===== config.mk =====
export PLATFORM = sky130hd
export DESIGN_NAME = pll_clock_ctrl
export DESIGN_NICKNAME = d
export VERILOG_FILES = /design/src/pll_clock_pkg.sv /design/src/pll_clock_ctrl.sv /design/src/wd_timer.sv
export SDC_FILE = /design/constraint.sdc
export NUM_CORES = 1
export LEC_CHECK = 0
export BUFFER_PORTS_ARGS = -buffer_cell sky130_fd_sc_hd__buf_4
export CAP_MARGIN = 15
export CORE_ASPECT_RATIO = 0.75
export CORE_UTILIZATION = 55
export DETAILED_ROUTE_END_ITERATION = 6
export PLACE_DENSITY = 0.78
export SYNTH_ARGS = -nofsm -noshare
export SYNTH_HDL_FRONTEND = slang
export SYNTH_SLANG_ARGS = --single-unit

===== constraint.sdc =====
create_clock -name clock -period 5.9 [get_ports clock]
set_clock_uncertainty 0.1 [all_clocks]
set_input_delay 0.295 -clock clock [delete_from_list [all_inputs] [get_ports clock]]
set_output_delay 0.295 -clock clock [all_outputs]
set_load 0.01 [all_outputs]

===== src/pll_clock_pkg.sv =====
package pll_clock_pkg;

    // Register port widths
    localparam int ADDR_W = 8;
    localparam int DATA_W = 16;

    // Register offsets
    localparam logic [7:0] ADDR_PLL_STATUS  = 8'h11;
    localparam logic [7:0] ADDR_LOWPOWER    = 8'h1E;
    localparam logic [7:0] ADDR_PLL_RATIO   = 8'h21;
    localparam logic [7:0] ADDR_SYS_CTRL    = 8'h22;
    localparam logic [7:0] ADDR_WD_COUNT    = 8'h23;
    localparam logic [7:0] ADDR_WD_KEY      = 8'h25;
    localparam logic [7:0] ADDR_WD_CTRL     = 8'h29;
    localparam logic [7:0] ADDR_WAKE_SEL_LO = 8'h30;
    localparam logic [7:0] ADDR_WAKE_SEL_HI = 8'h31;

    // Field positions
    localparam int LOCK_BIT      = 0;
    localparam int MCLK_BIT      = 3;
    localparam int OFF_BIT       = 4;
    localparam int CPU_CLOCK_IN_DIVIDE_SELECT_LO     = 7;
    localparam int WD_MODE_BIT   = 1;
    localparam int WD_DIS_BIT    = 6;
    localparam int LP_SEL_LO     = 0;
    localparam int LP_QUAL_LO    = 2;

    // Values after reset
    localparam logic [1:0] CPU_CLOCK_IN_DIVIDE_SELECT_RST = 2'h0;
    localparam logic [3:0] RATIO_RST  = 4'h0;
    localparam logic [1:0] LP_SEL_RST = 2'h0;
    localparam logic [5:0] QUAL_RST   = 6'h00;
    localparam logic [7:0] WD_CNT_RST = 8'h00;

    // Watchdog constants
    localparam logic [7:0] WD_MAX      = 8'hFF;
    localparam logic [7:0] KEY_ARM     = 8'h55;
    localparam logic [7:0] KEY_SERVICE = 8'hAA;
    localparam logic [9:0] WD_PULSE_CYCLES = 10'd512;

    // Oscillator cycles the PLL needs to settle after a ratio change
    localparam int LOCK_CYCLES_DEFAULT = 131072;
    localparam int LOCK_W = 18;

    // Low-power states
    typedef enum logic [1:0] {
        LP_RUN     = 2'b00,
        LP_IDLE    = 2'b01,
        LP_STANDBY = 2'b10,
        LP_HALT    = 2'b11
    } lp_state_t;

    // Register port request
    typedef struct packed {
        logic [ADDR_W-1:0] addr;
        logic [DATA_W-1:0] wdata;
        logic              wr;
        logic              rd;
    } reg_req_t;

    // Divide factor applied to the CPU clock input
    function automatic logic [2:0] divide_factor(input logic [1:0] sel);
        case (sel)
            2'd3:    divide_factor = 3'd1;
            2'd2:    divide_factor = 3'd2;
            default: divide_factor = 3'd4;
        endcase
    endfunction

endpackage


===== src/pll_clock_ctrl.sv =====
// The register addresses and strobed register access were decided locally.
`timescale 1ns/1ps
module pll_clock_ctrl
    import pll_clock_pkg::*;
#(
    parameter int LOCK_CYCLES = LOCK_CYCLES_DEFAULT
)(
    input  wire logic        clock,
    input  wire logic        rst_n,                // External reset
    input  wire reg_req_t    bus,                  // Register request
    output logic [15:0]      rd_data_q,            // Read data, cycle after strobe
    input  wire logic        protected_write_gate, // Gate for protected writes
    input  wire logic        osc_tick,             // One pulse per oscillator cycle
    input  wire logic        osc_lost,             // Missing-clock detector level
    input  wire logic        debug_reset_req,      // Debugger reset request
    input  wire logic        idle_exec,            // Idle instruction executed
    input  wire logic        irq_pending,          // Any enabled interrupt
    input  wire logic        external_nmi_n,       // Active-low NMI
    input  wire logic        debug_wake,           // Debugger wake request
    input  wire logic [31:0] gpio_a,               // Port A pins, active-low wake
    output logic [3:0]       pll_mult_q,           // Active multiplier, 0 = bypass
    output logic [2:0]       cpu_div_q,            // CPU clock divide factor
    output logic             pll_on_q,             // PLL powered
    output logic             limp_select_q,        // Limp clock feeds the CPU
    output logic             cpu_clock_on_q,       // CPU clock running
    output logic             system_clock_on_q,    // System clock output running
    output logic             osc_on_q,             // Oscillator running
    output logic             pins_hold_q,          // Output pins frozen
    output logic             wake_q,               // Low-power exit pulse
    output logic             watchdog_wake_irq_q,  // Watchdog interrupt/wake
    output logic             device_reset_q        // Device reset pulse
);

    // Stored controls
    logic [3:0]        ratio_q;        // PLL ratio control
    logic [1:0]        cpu_clock_in_divide_select_q;       // Input-clock divide select
    logic              power_off_q;    // PLL power-off bit
    logic              locked_q;       // PLL lock flag
    logic [LOCK_W-1:0] lock_cnt_q;     // Settling counter
    logic              mclk_flag_q;    // Missing-clock flag
    logic              osc_seen_q;     // Oscillator seen since reset
    logic              limp_q;         // Running on limp clock
    logic              wd_mode_q;      // 1: watchdog drives interrupt
    logic              wd_dis_q;       // Watchdog disabled
    logic [1:0]        lp_sel_q;       // Low-power select
    logic [5:0]        qual_q;         // Standby qualification count
    logic [31:0]       wake_sel_q;     // Wake pin select
    logic [6:0]        qual_cnt_q;     // Qualification progress
    lp_state_t         lp_state_q;
    lp_state_t         lp_state_d;

    // Watchdog outputs
    logic [7:0] wd_count;
    logic       wd_pulse;
    logic       wd_start;

    // Address decode
    wire wr_status = bus.wr && (bus.addr == ADDR_PLL_STATUS);
    wire wr_lp     = bus.wr && (bus.addr == ADDR_LOWPOWER);
    wire wr_ratio  = bus.wr && (bus.addr == ADDR_PLL_RATIO) && protected_write_gate;
    wire wr_sys    = bus.wr && (bus.addr == ADDR_SYS_CTRL);
    wire wr_key    = bus.wr && (bus.addr == ADDR_WD_KEY);
    wire wr_wdctl  = bus.wr && (bus.addr == ADDR_WD_CTRL);
    wire wr_sel_lo = bus.wr && (bus.addr == ADDR_WAKE_SEL_LO);
    wire wr_sel_hi = bus.wr && (bus.addr == ADDR_WAKE_SEL_HI);

    // Reset events; a loss counts only once the oscillator has been seen,
    // so a slow start after power-up is not taken for a failure
    wire mclk_evt  = osc_lost && osc_seen_q && !limp_q;
    wire wd_rst    = wd_start && !wd_mode_q;
    wire pll_rst   = !rst_n || wd_rst;
    wire soft_rst  = !rst_n || wd_rst || mclk_evt || debug_reset_req;
    wire halted    = (lp_state_q == LP_HALT);
    wire wd_run    = !wd_dis_q && !limp_q && !halted;

    // PLL runs unless powered off or about to halt; halt stops it with the oscillator
    wire pll_run   = !power_off_q && (lp_state_d != LP_HALT);

    // Wake qualification inputs; a glitch shorter than the count
    // restarts qualification and leaves the device in standby
    wire gpio_low  = |(~gpio_a & wake_sel_q);
    wire nmi_low   = !external_nmi_n;
    wire qual_done = (qual_cnt_q == ({1'b0, qual_q} + 7'd1));

    // Status word
    wire [15:0] status_word = {7'h00, cpu_clock_in_divide_select_q, 2'b00, power_off_q, mclk_flag_q, 2'b00, locked_q};

    // Read data selection
    wire [15:0] rd_mux =
        (bus.addr == ADDR_PLL_STATUS)  ? status_word :
        (bus.addr == ADDR_LOWPOWER)    ? {8'h00, qual_q, lp_sel_q} :
        (bus.addr == ADDR_PLL_RATIO)   ? {12'h000, ratio_q} :
        (bus.addr == ADDR_SYS_CTRL)    ? {14'h0000, wd_mode_q, 1'b0} :
        (bus.addr == ADDR_WD_COUNT)    ? {8'h00, wd_count} :
        (bus.addr == ADDR_WD_CTRL)     ? {9'h000, wd_dis_q, 6'h00} :
        (bus.addr == ADDR_WAKE_SEL_LO) ? wake_sel_q[15:0] :
        (bus.addr == ADDR_WAKE_SEL_HI) ? wake_sel_q[31:16] :
                                         16'h0000;

    // Watchdog counter and pulse
    wd_timer u_wd (
        .clock    (clock),
        .rst_n    (rst_n),
        .clear    (soft_rst),
        .osc_tick (osc_tick),
        .run      (wd_run),
        .key_wr   (wr_key),
        .key_data (bus.wdata[7:0]),
        .count_q  (wd_count),
        .pulse_q  (wd_pulse),
        .start_q  (wd_start)
    );

    // Read port, unmapped offsets read zero
    always_ff @(posedge clock) begin
        if (!rst_n) begin
            rd_data_q <= 16'h0000;
        end else begin
            rd_data_q <= bus.rd ? rd_mux : 16'h0000;
        end
    end

    // PLL ratio, divide select and power-off; cleared only by the PLL reset
    always_ff @(posedge clock) begin
        if (pll_rst) begin
            ratio_q     <= RATIO_RST;
            cpu_clock_in_divide_select_q    <= CPU_CLOCK_IN_DIVIDE_SELECT_RST;
            power_off_q <= 1'b0;
        end else begin
            if (wr_ratio) begin
                ratio_q <= bus.wdata[3:0];
            end
            if (wr_status) begin
                cpu_clock_in_divide_select_q    <= bus.wdata[CPU_CLOCK_IN_DIVIDE_SELECT_LO +: 2];
                power_off_q <= bus.wdata[OFF_BIT];
            end
        end
    end

    // Lock counter restarts on every ratio write the gate lets through, held at zero while powered off
    // The multiplier output stays in bypass until the count completes
    always_ff @(posedge clock) begin
        if (pll_rst) begin
            lock_cnt_q <= '0;
            locked_q   <= 1'b0;
        end else if (wr_ratio || power_off_q) begin
            lock_cnt_q <= '0;
            locked_q   <= 1'b0;
        end else if (!locked_q && osc_tick) begin
            lock_cnt_q <= lock_cnt_q + 1'b1;
            locked_q   <= (lock_cnt_q == LOCK_W'(LOCK_CYCLES - 1));
        end
    end

    // Missing-clock detection; write one clears the flag, a new loss wins
    always_ff @(posedge clock) begin
        if (!rst_n) begin
            osc_seen_q  <= 1'b0;
            limp_q      <= 1'b0;
            mclk_flag_q <= 1'b0;
        end else begin
            osc_seen_q <= osc_seen_q || osc_tick;
            if (mclk_evt) begin
                limp_q <= 1'b1;
            end
            if (mclk_evt) begin
                mclk_flag_q <= 1'b1;
            end else if (wr_status && bus.wdata[MCLK_BIT]) begin
                mclk_flag_q <= 1'b0;
            end
        end
    end

    // Watchdog and low-power controls, cleared by any device reset
    always_ff @(posedge clock) begin
        if (soft_rst) begin
            wd_mode_q  <= 1'b0;
            wd_dis_q   <= 1'b0;
            lp_sel_q   <= LP_SEL_RST;
            qual_q     <= QUAL_RST;
            wake_sel_q <= 32'h0000_0000;
        end else begin
            if (wr_sys) begin
                wd_mode_q <= bus.wdata[WD_MODE_BIT];
            end
            if (wr_wdctl) begin
                wd_dis_q <= bus.wdata[WD_DIS_BIT];
            end
            if (wr_lp) begin
                lp_sel_q <= bus.wdata[LP_SEL_LO +: 2];
                qual_q   <= bus.wdata[LP_QUAL_LO +: 6];
            end
            if (wr_sel_lo) begin
                wake_sel_q[15:0] <= bus.wdata;
            end
            if (wr_sel_hi) begin
                wake_sel_q[31:16] <= bus.wdata;
            end
        end
    end

    // Standby pin qualification on oscillator cycles
    always_ff @(posedge clock) begin
        if (soft_rst || lp_state_q != LP_STANDBY || !gpio_low) begin
            qual_cnt_q <= 7'd0;
        end else if (osc_tick && !qual_done) begin
            qual_cnt_q <= qual_cnt_q + 7'd1;
        end
    end

    // Low-power next state
    always_comb begin
        lp_state_d = lp_state_q;
        case (lp_state_q)
            LP_RUN: begin
                if (idle_exec) begin
                    case (lp_sel_q)
                        2'b00:   lp_state_d = LP_IDLE;
                        2'b01:   lp_state_d = LP_STANDBY;
                        default: lp_state_d = LP_HALT;
                    endcase
                end
            end
            LP_IDLE: begin
                if (wd_pulse || irq_pending || nmi_low) begin
                    lp_state_d = LP_RUN;
                end
            end
            LP_STANDBY: begin
                if (wd_pulse || qual_done || debug_wake || nmi_low) begin
                    lp_state_d = LP_RUN;
                end
            end
            LP_HALT: begin
                if (gpio_low || debug_wake || nmi_low) begin
                    lp_state_d = LP_RUN;
                end
            end
            default: lp_state_d = LP_RUN;
        endcase
    end

    // Low-power state register
    always_ff @(posedge clock) begin
        if (soft_rst) begin
            lp_state_q <= LP_RUN;
        end else begin
            lp_state_q <= lp_state_d;
        end
    end

    // Registered outputs; clock enables follow the next state so they
    // switch on the same edge as the state register, except on a soft reset, where they follow a cycle late
    always_ff @(posedge clock) begin
        if (!rst_n) begin
            pll_mult_q          <= 4'h0;
            cpu_div_q           <= 3'd4;
            pll_on_q            <= 1'b0;
            limp_select_q       <= 1'b0;
            cpu_clock_on_q      <= 1'b0;
            system_clock_on_q   <= 1'b0;
            osc_on_q            <= 1'b0;
            pins_hold_q         <= 1'b0;
            wake_q              <= 1'b0;
            watchdog_wake_irq_q <= 1'b0;
            device_reset_q      <= 1'b0;
        end else begin
            pll_mult_q          <= (pll_run && locked_q && !limp_q) ? ratio_q : 4'h0;
            cpu_div_q           <= divide_factor(cpu_clock_in_divide_select_q);
            pll_on_q            <= pll_run;
            limp_select_q       <= limp_q;
            cpu_clock_on_q      <= (lp_state_d == LP_RUN) || (lp_state_d == LP_IDLE);
            system_clock_on_q   <= (lp_state_d == LP_RUN) || (lp_state_d == LP_IDLE);
            osc_on_q            <= (lp_state_d != LP_HALT);
            pins_hold_q         <= (lp_state_d != LP_RUN);
            wake_q              <= (lp_state_q != LP_RUN) && (lp_state_d == LP_RUN);
            watchdog_wake_irq_q <= wd_pulse && wd_mode_q;
            device_reset_q      <= wd_rst || mclk_evt;
        end
    end

endmodule


===== src/wd_timer.sv =====
`timescale 1ns/1ps
module wd_timer
    import pll_clock_pkg::*;
(
    input  wire logic       clock,
    input  wire logic       rst_n,
    input  wire logic       clear,      // Soft reset of the counter
    input  wire logic       osc_tick,   // One pulse per oscillator cycle
    input  wire logic       run,        // Counting allowed
    input  wire logic       key_wr,     // Write to the key register
    input  wire logic [7:0] key_data,
    output logic      [7:0] count_q,    // Current counter value
    output logic            pulse_q,    // Watchdog output pulse
    output logic            start_q     // One-cycle mark at pulse start
);

    logic       armed_q;                // First key seen
    logic [9:0] pulse_cnt_q;            // Oscillator cycles left in pulse
    wire        key_arm     = key_wr && (key_data == KEY_ARM);
    wire        key_service = key_wr && (key_data == KEY_SERVICE) && armed_q;
    wire        wrap        = run && osc_tick && (count_q == WD_MAX);

    // Key sequence tracking
    always_ff @(posedge clock) begin
        if (!rst_n || clear) begin
            armed_q <= 1'b0;
        end else if (key_wr) begin
            armed_q <= key_arm;
        end
    end

    // Up counter, cleared by the service key
    always_ff @(posedge clock) begin
        if (!rst_n || clear) begin
            count_q <= WD_CNT_RST;
        end else if (key_service) begin
            count_q <= WD_CNT_RST;
        end else if (run && osc_tick) begin
            count_q <= count_q + 8'h01;
        end
    end

    // Output pulse of fixed oscillator-cycle length
    always_ff @(posedge clock) begin
        if (!rst_n) begin
            pulse_cnt_q <= 10'd0;
            pulse_q     <= 1'b0;
            start_q     <= 1'b0;
        end else begin
            start_q <= wrap && !pulse_q;
            if (wrap && !pulse_q) begin
                pulse_cnt_q <= WD_PULSE_CYCLES;
                pulse_q     <= 1'b1;
            end else if (pulse_q && osc_tick) begin
                pulse_cnt_q <= pulse_cnt_q - 10'd1;
                pulse_q     <= (pulse_cnt_q != 10'd1);
            end
        end
    end

endmodule

==> flow_summary.yaml, run 1 <==
global_route:
  grt_use_met2_pct: 47.2
  grt_pass1_vias: 5295
  antenna_found_initial: 1
  grt_overflow: 0
  grt_pass1_wl_microns: 25900
  grt.met1_usage_pct: 39.3
  grt_max_degree: 48
  busiest_layer: "met2"
  grt_use_total_pct: 30.1
  grt_use_met3_pct: 8.77
critical_path:
  critPathBufInv: 2
  cp_max_fo: 47
  cp.required_ns: 6.14
  endpoint_kind: "register"
  worstSetupPathType: "register to register"
  max_stage_delay_ns: 0.40
  crit_family: "simple AND/OR/NAND/NOR gates"
  cp_slowest_cell: "dfxtp_1"
  crit_chain: "nor2b_1, nand2b_1, or3_1, buf_4, a2111oi_4, inv_1, a21oi_1"
  crit_path_start_kind: "register"
  worst_ep_arrival_time_ns: 2.60
layout:
  regArea_sq_um: 2640
  syn_to_final_growth_pct: 22.9
  fillers: 837
  stdcell_count: 959
  drive_gt1_share_pct: 17.7
  nets: 885
  diodes: 0
  multi_input_area_sq_um: 3070
detailed_routing:
  wl_microns: 16500
  wire_per_inst_microns: 17.2
  first_pass_iters: 7
  num_vias: 5667
  ant_nets: 0
  viasPerCell: 5.91
  detail_route.iter0.violations: 581
  drcViolationCount: 1
yosys:
  synthTopCellsByArea: "dfxtp_1, nand2_1, a21oi_1"
  syn_area_sq_um: 5960
  syn_nets: 797
  synth.distinct_cells: 62
  synth_top_area_share_pct: 44.3
  yosys_warnings: 0
  synth-seq-cells: 132
  syn_inst: 723
  synth-edff-count: 0
  ys_seq_area_share_pct: 44.3
  synth_flop_cell: "dfxtp_1"
  syn_area_per_cell_sq_um: 8.25
  synthArstFlopShare_pct: 0
  synth_top_cell_by_area: "dfxtp_1"
clocking:
  cts_post_setup_buffers_inserted: 0
  clkLatencyLatePin_ns: 0.42
  cts-root-buf: "clkbuf_16"
  clkSlewWorstSetupHoldPaths_ns: 0.06
  clk_path_buf_depth: 2
  cts_buffers: 17
  cts_resized: 0
  cts_tree: "built"
  postCtsHoldBufs: 0
  h-tree-depth: 4
  cts.sinks: 132
die:
  die_y_microns: 92.2
  fp-row-count: 32
  ios: 100
  die_area_sq_um: 11300
  core_sq_um: 10400
  die_x_microns: 122
  initial_core_util_pct: 57.3
timing:
  max_freq_mhz: 424
  hold_viol_final: 0
  finalMaxSlewViolations: 0
  setup_viol: 0
  rsz0062_at_grt: "no"
  period_minus_slack_ns: 2.36
  timing.setup.tns_ns: 0
  worstMarginPinSlew_ns: 0.825
  relSlewSlack_pct: 44.9
  min_period_over_period_pct: 39.9
placed_design:
  gp_congestion: 0.915
  place_inst: 928
  hpwlAfterDp_microns: 11800
  port_buffers: 99
job:
  maxCapViolCount: 0
worst_hold_path:
  min_path_type: "input pin to register"
power_and_ir_drop:
  powerDensity_nw_per_um2: 278
  design_power_total_mw: 2.04
  vdd_drop_max_uv: 182
  total_leakage_power_nw: 2.61
outcome:
  violations: "DRC"
  status: "finished, violations left"
sequential cells by signal, indices dropped and copies added, names as in the netlist, 6 cells and up:
register,count
u_wd.pulse_cnt_q,10
rd_data_q,16
u_wd.count_q,8
lock_cnt_q,18
wake_sel_q,32
qual_cnt_q,7
qual_q,6
cells in the mapped netlist, drive strengths merged, types with 10 or more instances:
cell type,count
nand2b,31
a22oi,14
nor4,11
xnor2,14
nand4,11
nor3,12
buf,13
clkbuf,21
mux2i,10
nand2,108
nor2,76
dfxtp,132
nand3,46
inv,25
a21oi,69
o21ai,16
xor2,17
area by class of cell:
cell class              instances  area share [%]
multi-input cells             532            42.0
flip-flops and latches        132            36.1
repair buffers                103            10.6
clock buffers                  23            6.39
well taps                     136            2.32
clock inverters                 8            1.40
inverters                      25            1.28
placed cells by master, fill, tap and decap left out, drive strengths merged, types with 3 or more instances in the layout:
cell type,count
or3,8
nor2b,7
nor4,11
ha,6
buf,103
nand4,11
nand3,46
o21ai,16
or4,5
nor2,76
clkinv,4
and3,8
a21oi,69
nand2b,31
nand3b,4
xnor2,14
a22oi,14
a222oi,3
nand2,108
o2111ai,8
mux2i,10
xor2,17
dfxtp,132
or2,3
o31ai,5
inv,25
nor3,12
clkbuf,23
a211oi,4
nor4b,4
final timing paths:
check                                                                   from                         end  slack, ns  depth (start not counted)
worst min register to register  cpu_clock_in_divide_select_q[1]$_SDFFE_PP0P_     cpu_div_q[2]$_SDFF_PN1_       0.36                          1
worst max register to register                        wd_mode_q$_SDFFE_PP0P_  qual_cnt_q[4]$_SDFFE_PP0P_       3.54                          7
worst max-delay path                                  wd_mode_q$_SDFFE_PP0P_  qual_cnt_q[4]$_SDFFE_PP0P_       3.54                          7
worst min-delay path                                                 bus[11]  wake_sel_q[9]$_SDFFE_PP0P_       0.04                          3
worst reg2reg max path, stage by stage (launching register included):
cell and delay (ns):
dfxtp_1 0.40, nor2b_1 0.08, nand2b_1 0.31, or3_1 0.39, buf_4 0.29, a2111oi_4 0.39
inv_1 0.18, a21oi_1 0.15
logic make-up (layout without fill, tap and decap cells):
kind of cell	count (synthesis)	after routing	synth area share, %
flip-flops	132	132	44.3
buffers and inverters	59	159	4.16
XOR/XNOR	31	31	4.55
AO/OA/AOI/OAI	140	140	15.2
AND/OR/NAND/NOR	345	345	28.8
multiplexers	10	10	1.68
adder cells (fa/ha/maj)	6	6	1.26
stage by stage:
stage / util [%] / instance area (sq um) / setup slack, ns / hold WS, ns
after detailed placement: 64.9 / 6750 / 3.49 / 0.347
final: 70.4 / 7320 / 3.54 / 0.0358
after global placement: 64.9 / 6750 / 3.52 / 0.334
after CTS: 70.4 / 7320 / 3.56 / 0.0257
after global routing: 70.4 / 7320 / 3.38 / 0.0469
after floorplan: - / 5960 / 3.84 / 0.300
power breakdown:
group          leakage [nW]  internal, mW  switching (mW)
clock                 0.273         0.641           0.385
combinational          1.27        0.0486          0.0598
sequential             1.07         0.899         0.00658
total                  2.61          1.59           0.451
metal layers:
| metal | part of all wire [%] | up-vias | wire [microns] |
|---|---|---|---|
| met2 | 46 | 263 | 7530 |
| met4 | 1.7 | 2 | 282 |
| met1 | 42 | 2666 | 7010 |
| met3 | 10 | 33 | 1660 |
| met5 | 0.079 | - | 13 |
| li1 | - | 2703 | - |
Power figures use the tool's default switching activity.
==> run 2, diff against run 1 <==
Clock period 5.9 ns to 2.22 ns, I/O delays scaled along.
==> run 2 against run 1 <==
  * Critical path type unchanged
  * Non-clock buffer count increased by 41
  * The flow now finishes without violations
  * Utilization increased by 4.2 points
  * Final cell count increased by 4.5%
==> flow_summary.yaml, run 2 (same netlist as run 1, synthesis figures left out) <==
critical_path:
  crit_end: "wake_q$_SDFF_PN0_"
  rr_worst_depth: 7
  rr_endpoint: "wake_q$_SDFF_PN0_"
  worst_ep_arrival_time_ns: 2.40
  cp_slowest_cell: "or4b_4"
  worstSetupPathType: "register to register"
  cp_max_fo: 7
  rr_startpoint: "qual_q[1]$_SDFFE_PP0P_"
  critPathBufInv: 0
  cp.required_ns: 2.42
  crit_family: "simple AND/OR/NAND/NOR gates"
  max_stage_delay_ns: 0.52
  reg2reg_slack_ns: 0.01
  startpoint: "qual_q[1]$_SDFFE_PP0P_"
  endpoint_kind: "register"
  crit_chain: "ha_2, xor2_1, a211o_1, a211oi_2, o311a_4, or4b_4, and3_1"
  crit_path_start_kind: "register"
  cp.depth: 7
timing:
  min_period_over_period_pct: 99.5
  period_minus_slack_ns: 2.21
  max_freq_mhz: 453
  hold_viol_final: 0
  fin_ws_ns: 0.0111
  worstMarginPinSlew_ns: 0.677
  setup_viol: 0
  finalMaxSlewViolations: 0
  relSlewSlack_pct: 54.8
  timing.setup.tns_ns: 0
  rsz0062_at_grt: "yes"
layout:
  drive_gt1_share_pct: 20.3
  top_regs: "wake_sel_q (32), lock_cnt_q (18), rd_data_q (16)"
  nets: 927
  syn_to_final_growth_pct: 30.2
  fillers: 747
  regMostFlops: "wake_sel_q"
  mostFrequentLayoutCell: "dfxtp_1"
  diodes: 0
  final_cell_mix: "dfxtp_1, buf_4, nand2_1"
  largest_reg_flops: 32
global_route:
  grt_use_total_pct: 32.9
  grt_overflow: 0
  grt_pass1_wl_microns: 28400
  grt_pass1_vias: 5817
  grt_max_degree: 43
  antenna_found_initial: 0
die:
  die_x_microns: 122
  die_y_microns: 92.2
  fp-row-count: 32
  ios: 100
  die_area_sq_um: 11300
  core_sq_um: 10400
  initial_core_util_pct: 57.3
power_and_ir_drop:
  vdd_drop_max_uv: 515
  swShare_pct: 22.3
  p_sw_mw: 1.25
  internal_power_mw: 4.35
  p_seq_share_pct: 43.0
  powerDensity_nw_per_um2: 721
  total_leakage_power_nw: 2.82
  p_comb_share_pct: 6.2
  clock_power_share_pct: 50.9
clocking:
  clkSlewWorstSetupHoldPaths_ns: 0.05
  cts_buffers: 17
  cts-root-buf: "clkbuf_16"
  cts_tree: "built"
  cts.sinks: 132
  h-tree-depth: 4
  clk_path_buf_depth: 2
  clkLatencyLatePin_ns: 0.41
detailed_routing:
  ant_nets: 0
  dr_wl_met3_microns: 1740
  m1WireLength_microns: 7380
  viasPerCell: 6.03
  wl_microns: 17900
  route.met2.wl_microns: 8490
  num_vias: 6040
  first_pass_iters: 6
  wire_per_inst_microns: 17.9
  drcViolationCount: 0
  top_layer_used: "met4"
  detail_route.iter0.violations: 898
placed_design:
  hpwlAfterDp_microns: 12300
  port_buffers: 99
  gp_congestion: 0.929
  post-place-ws_ns: 0.0240
job:
  maxCapViolCount: 0
worst_hold_path:
  min_path_type: "input pin to register"
outcome:
  status: "finished, final reports clean"
==> run 2: area by class of cell <==
type	instances	area (sq um)	area share [%]
multi-input cells	533	3120	40.2
flip-flops and latches	132	2640	34.1
repair buffers	144	1130	14.6
clock buffers	20	447	5.76
well taps	136	170	2.19
clock inverters	12	155	2.00
inverters	25	93.8	1.21
==> run 2: worst min path at each step <==
stage                startpoint                          to  cells past startpoint
finish              irq_pending      pins_hold_q$_SDFF_PN0_                      3
global route        irq_pending    lp_state_q[0]$_SDFF_PP0_                      3
floorplan                bus[2]  wake_sel_q[0]$_SDFFE_PP0P_                      2
global placement       osc_lost         limp_q$_SDFFE_PN0P_                      3
CTS                 irq_pending      pins_hold_q$_SDFF_PN0_                      3
detailed placement     osc_lost         limp_q$_SDFFE_PN0P_                      3
==> run 2: repair_timing <==
action / 4_1_cts / 5_1_grt
hold endpoints to repair: 62 / 0
setup buffers: 0 / 1
hold buffers: 21 / 0
resized for setup: 0 / 7
setup endpoints to repair: 0 / 16
==> run 2: metal layers <==
metal	GRT usage (%)	up-vias
li1	-	2807
met1	43.1	2854
met2	53.4	341
met3	7.59	38
met4	10.2	0
met5	0	-
==> run 2: worst register-to-register path, cell delays in order (launching register included) <==
cell and delay (ns):
dfxtp_2 0.35, ha_2 0.33, xor2_1 0.21, a211o_1 0.17
a211oi_2 0.06, o311a_4 0.16, or4b_4 0.52, and3_1 0.21
==> run 2: through the flow <==
stage / utilization [%] / total power, mW / area (sq um) / instances / hold slack, ns
2_1_floorplan: - / 2.58 / 5960 / 723 / 0.151
3_3_place_gp: 66.3 / 2.75 / 6900 / 947 / 0.269
3_5_place_dp: 66.3 / 2.76 / 6900 / 947 / 0.282
4_1_cts: 74.1 / 5.61 / 7710 / 1000 / 0.00417
5_1_grt: 74.5 / 5.75 / 7760 / 1002 / 0.0182
6_report: 74.5 / 5.60 / 7760 / 1002 / 0.0242
==> run 2: power by group through the flow <==
stage	sequential (mW)	clock, mW	combinational [mW]
floorplan	2.45	0	0.123
global placement	2.46	0	0.292
detailed placement	2.46	0	0.299
CTS	2.41	2.87	0.336
global route	2.41	2.98	0.365
finish	2.41	2.85	0.346
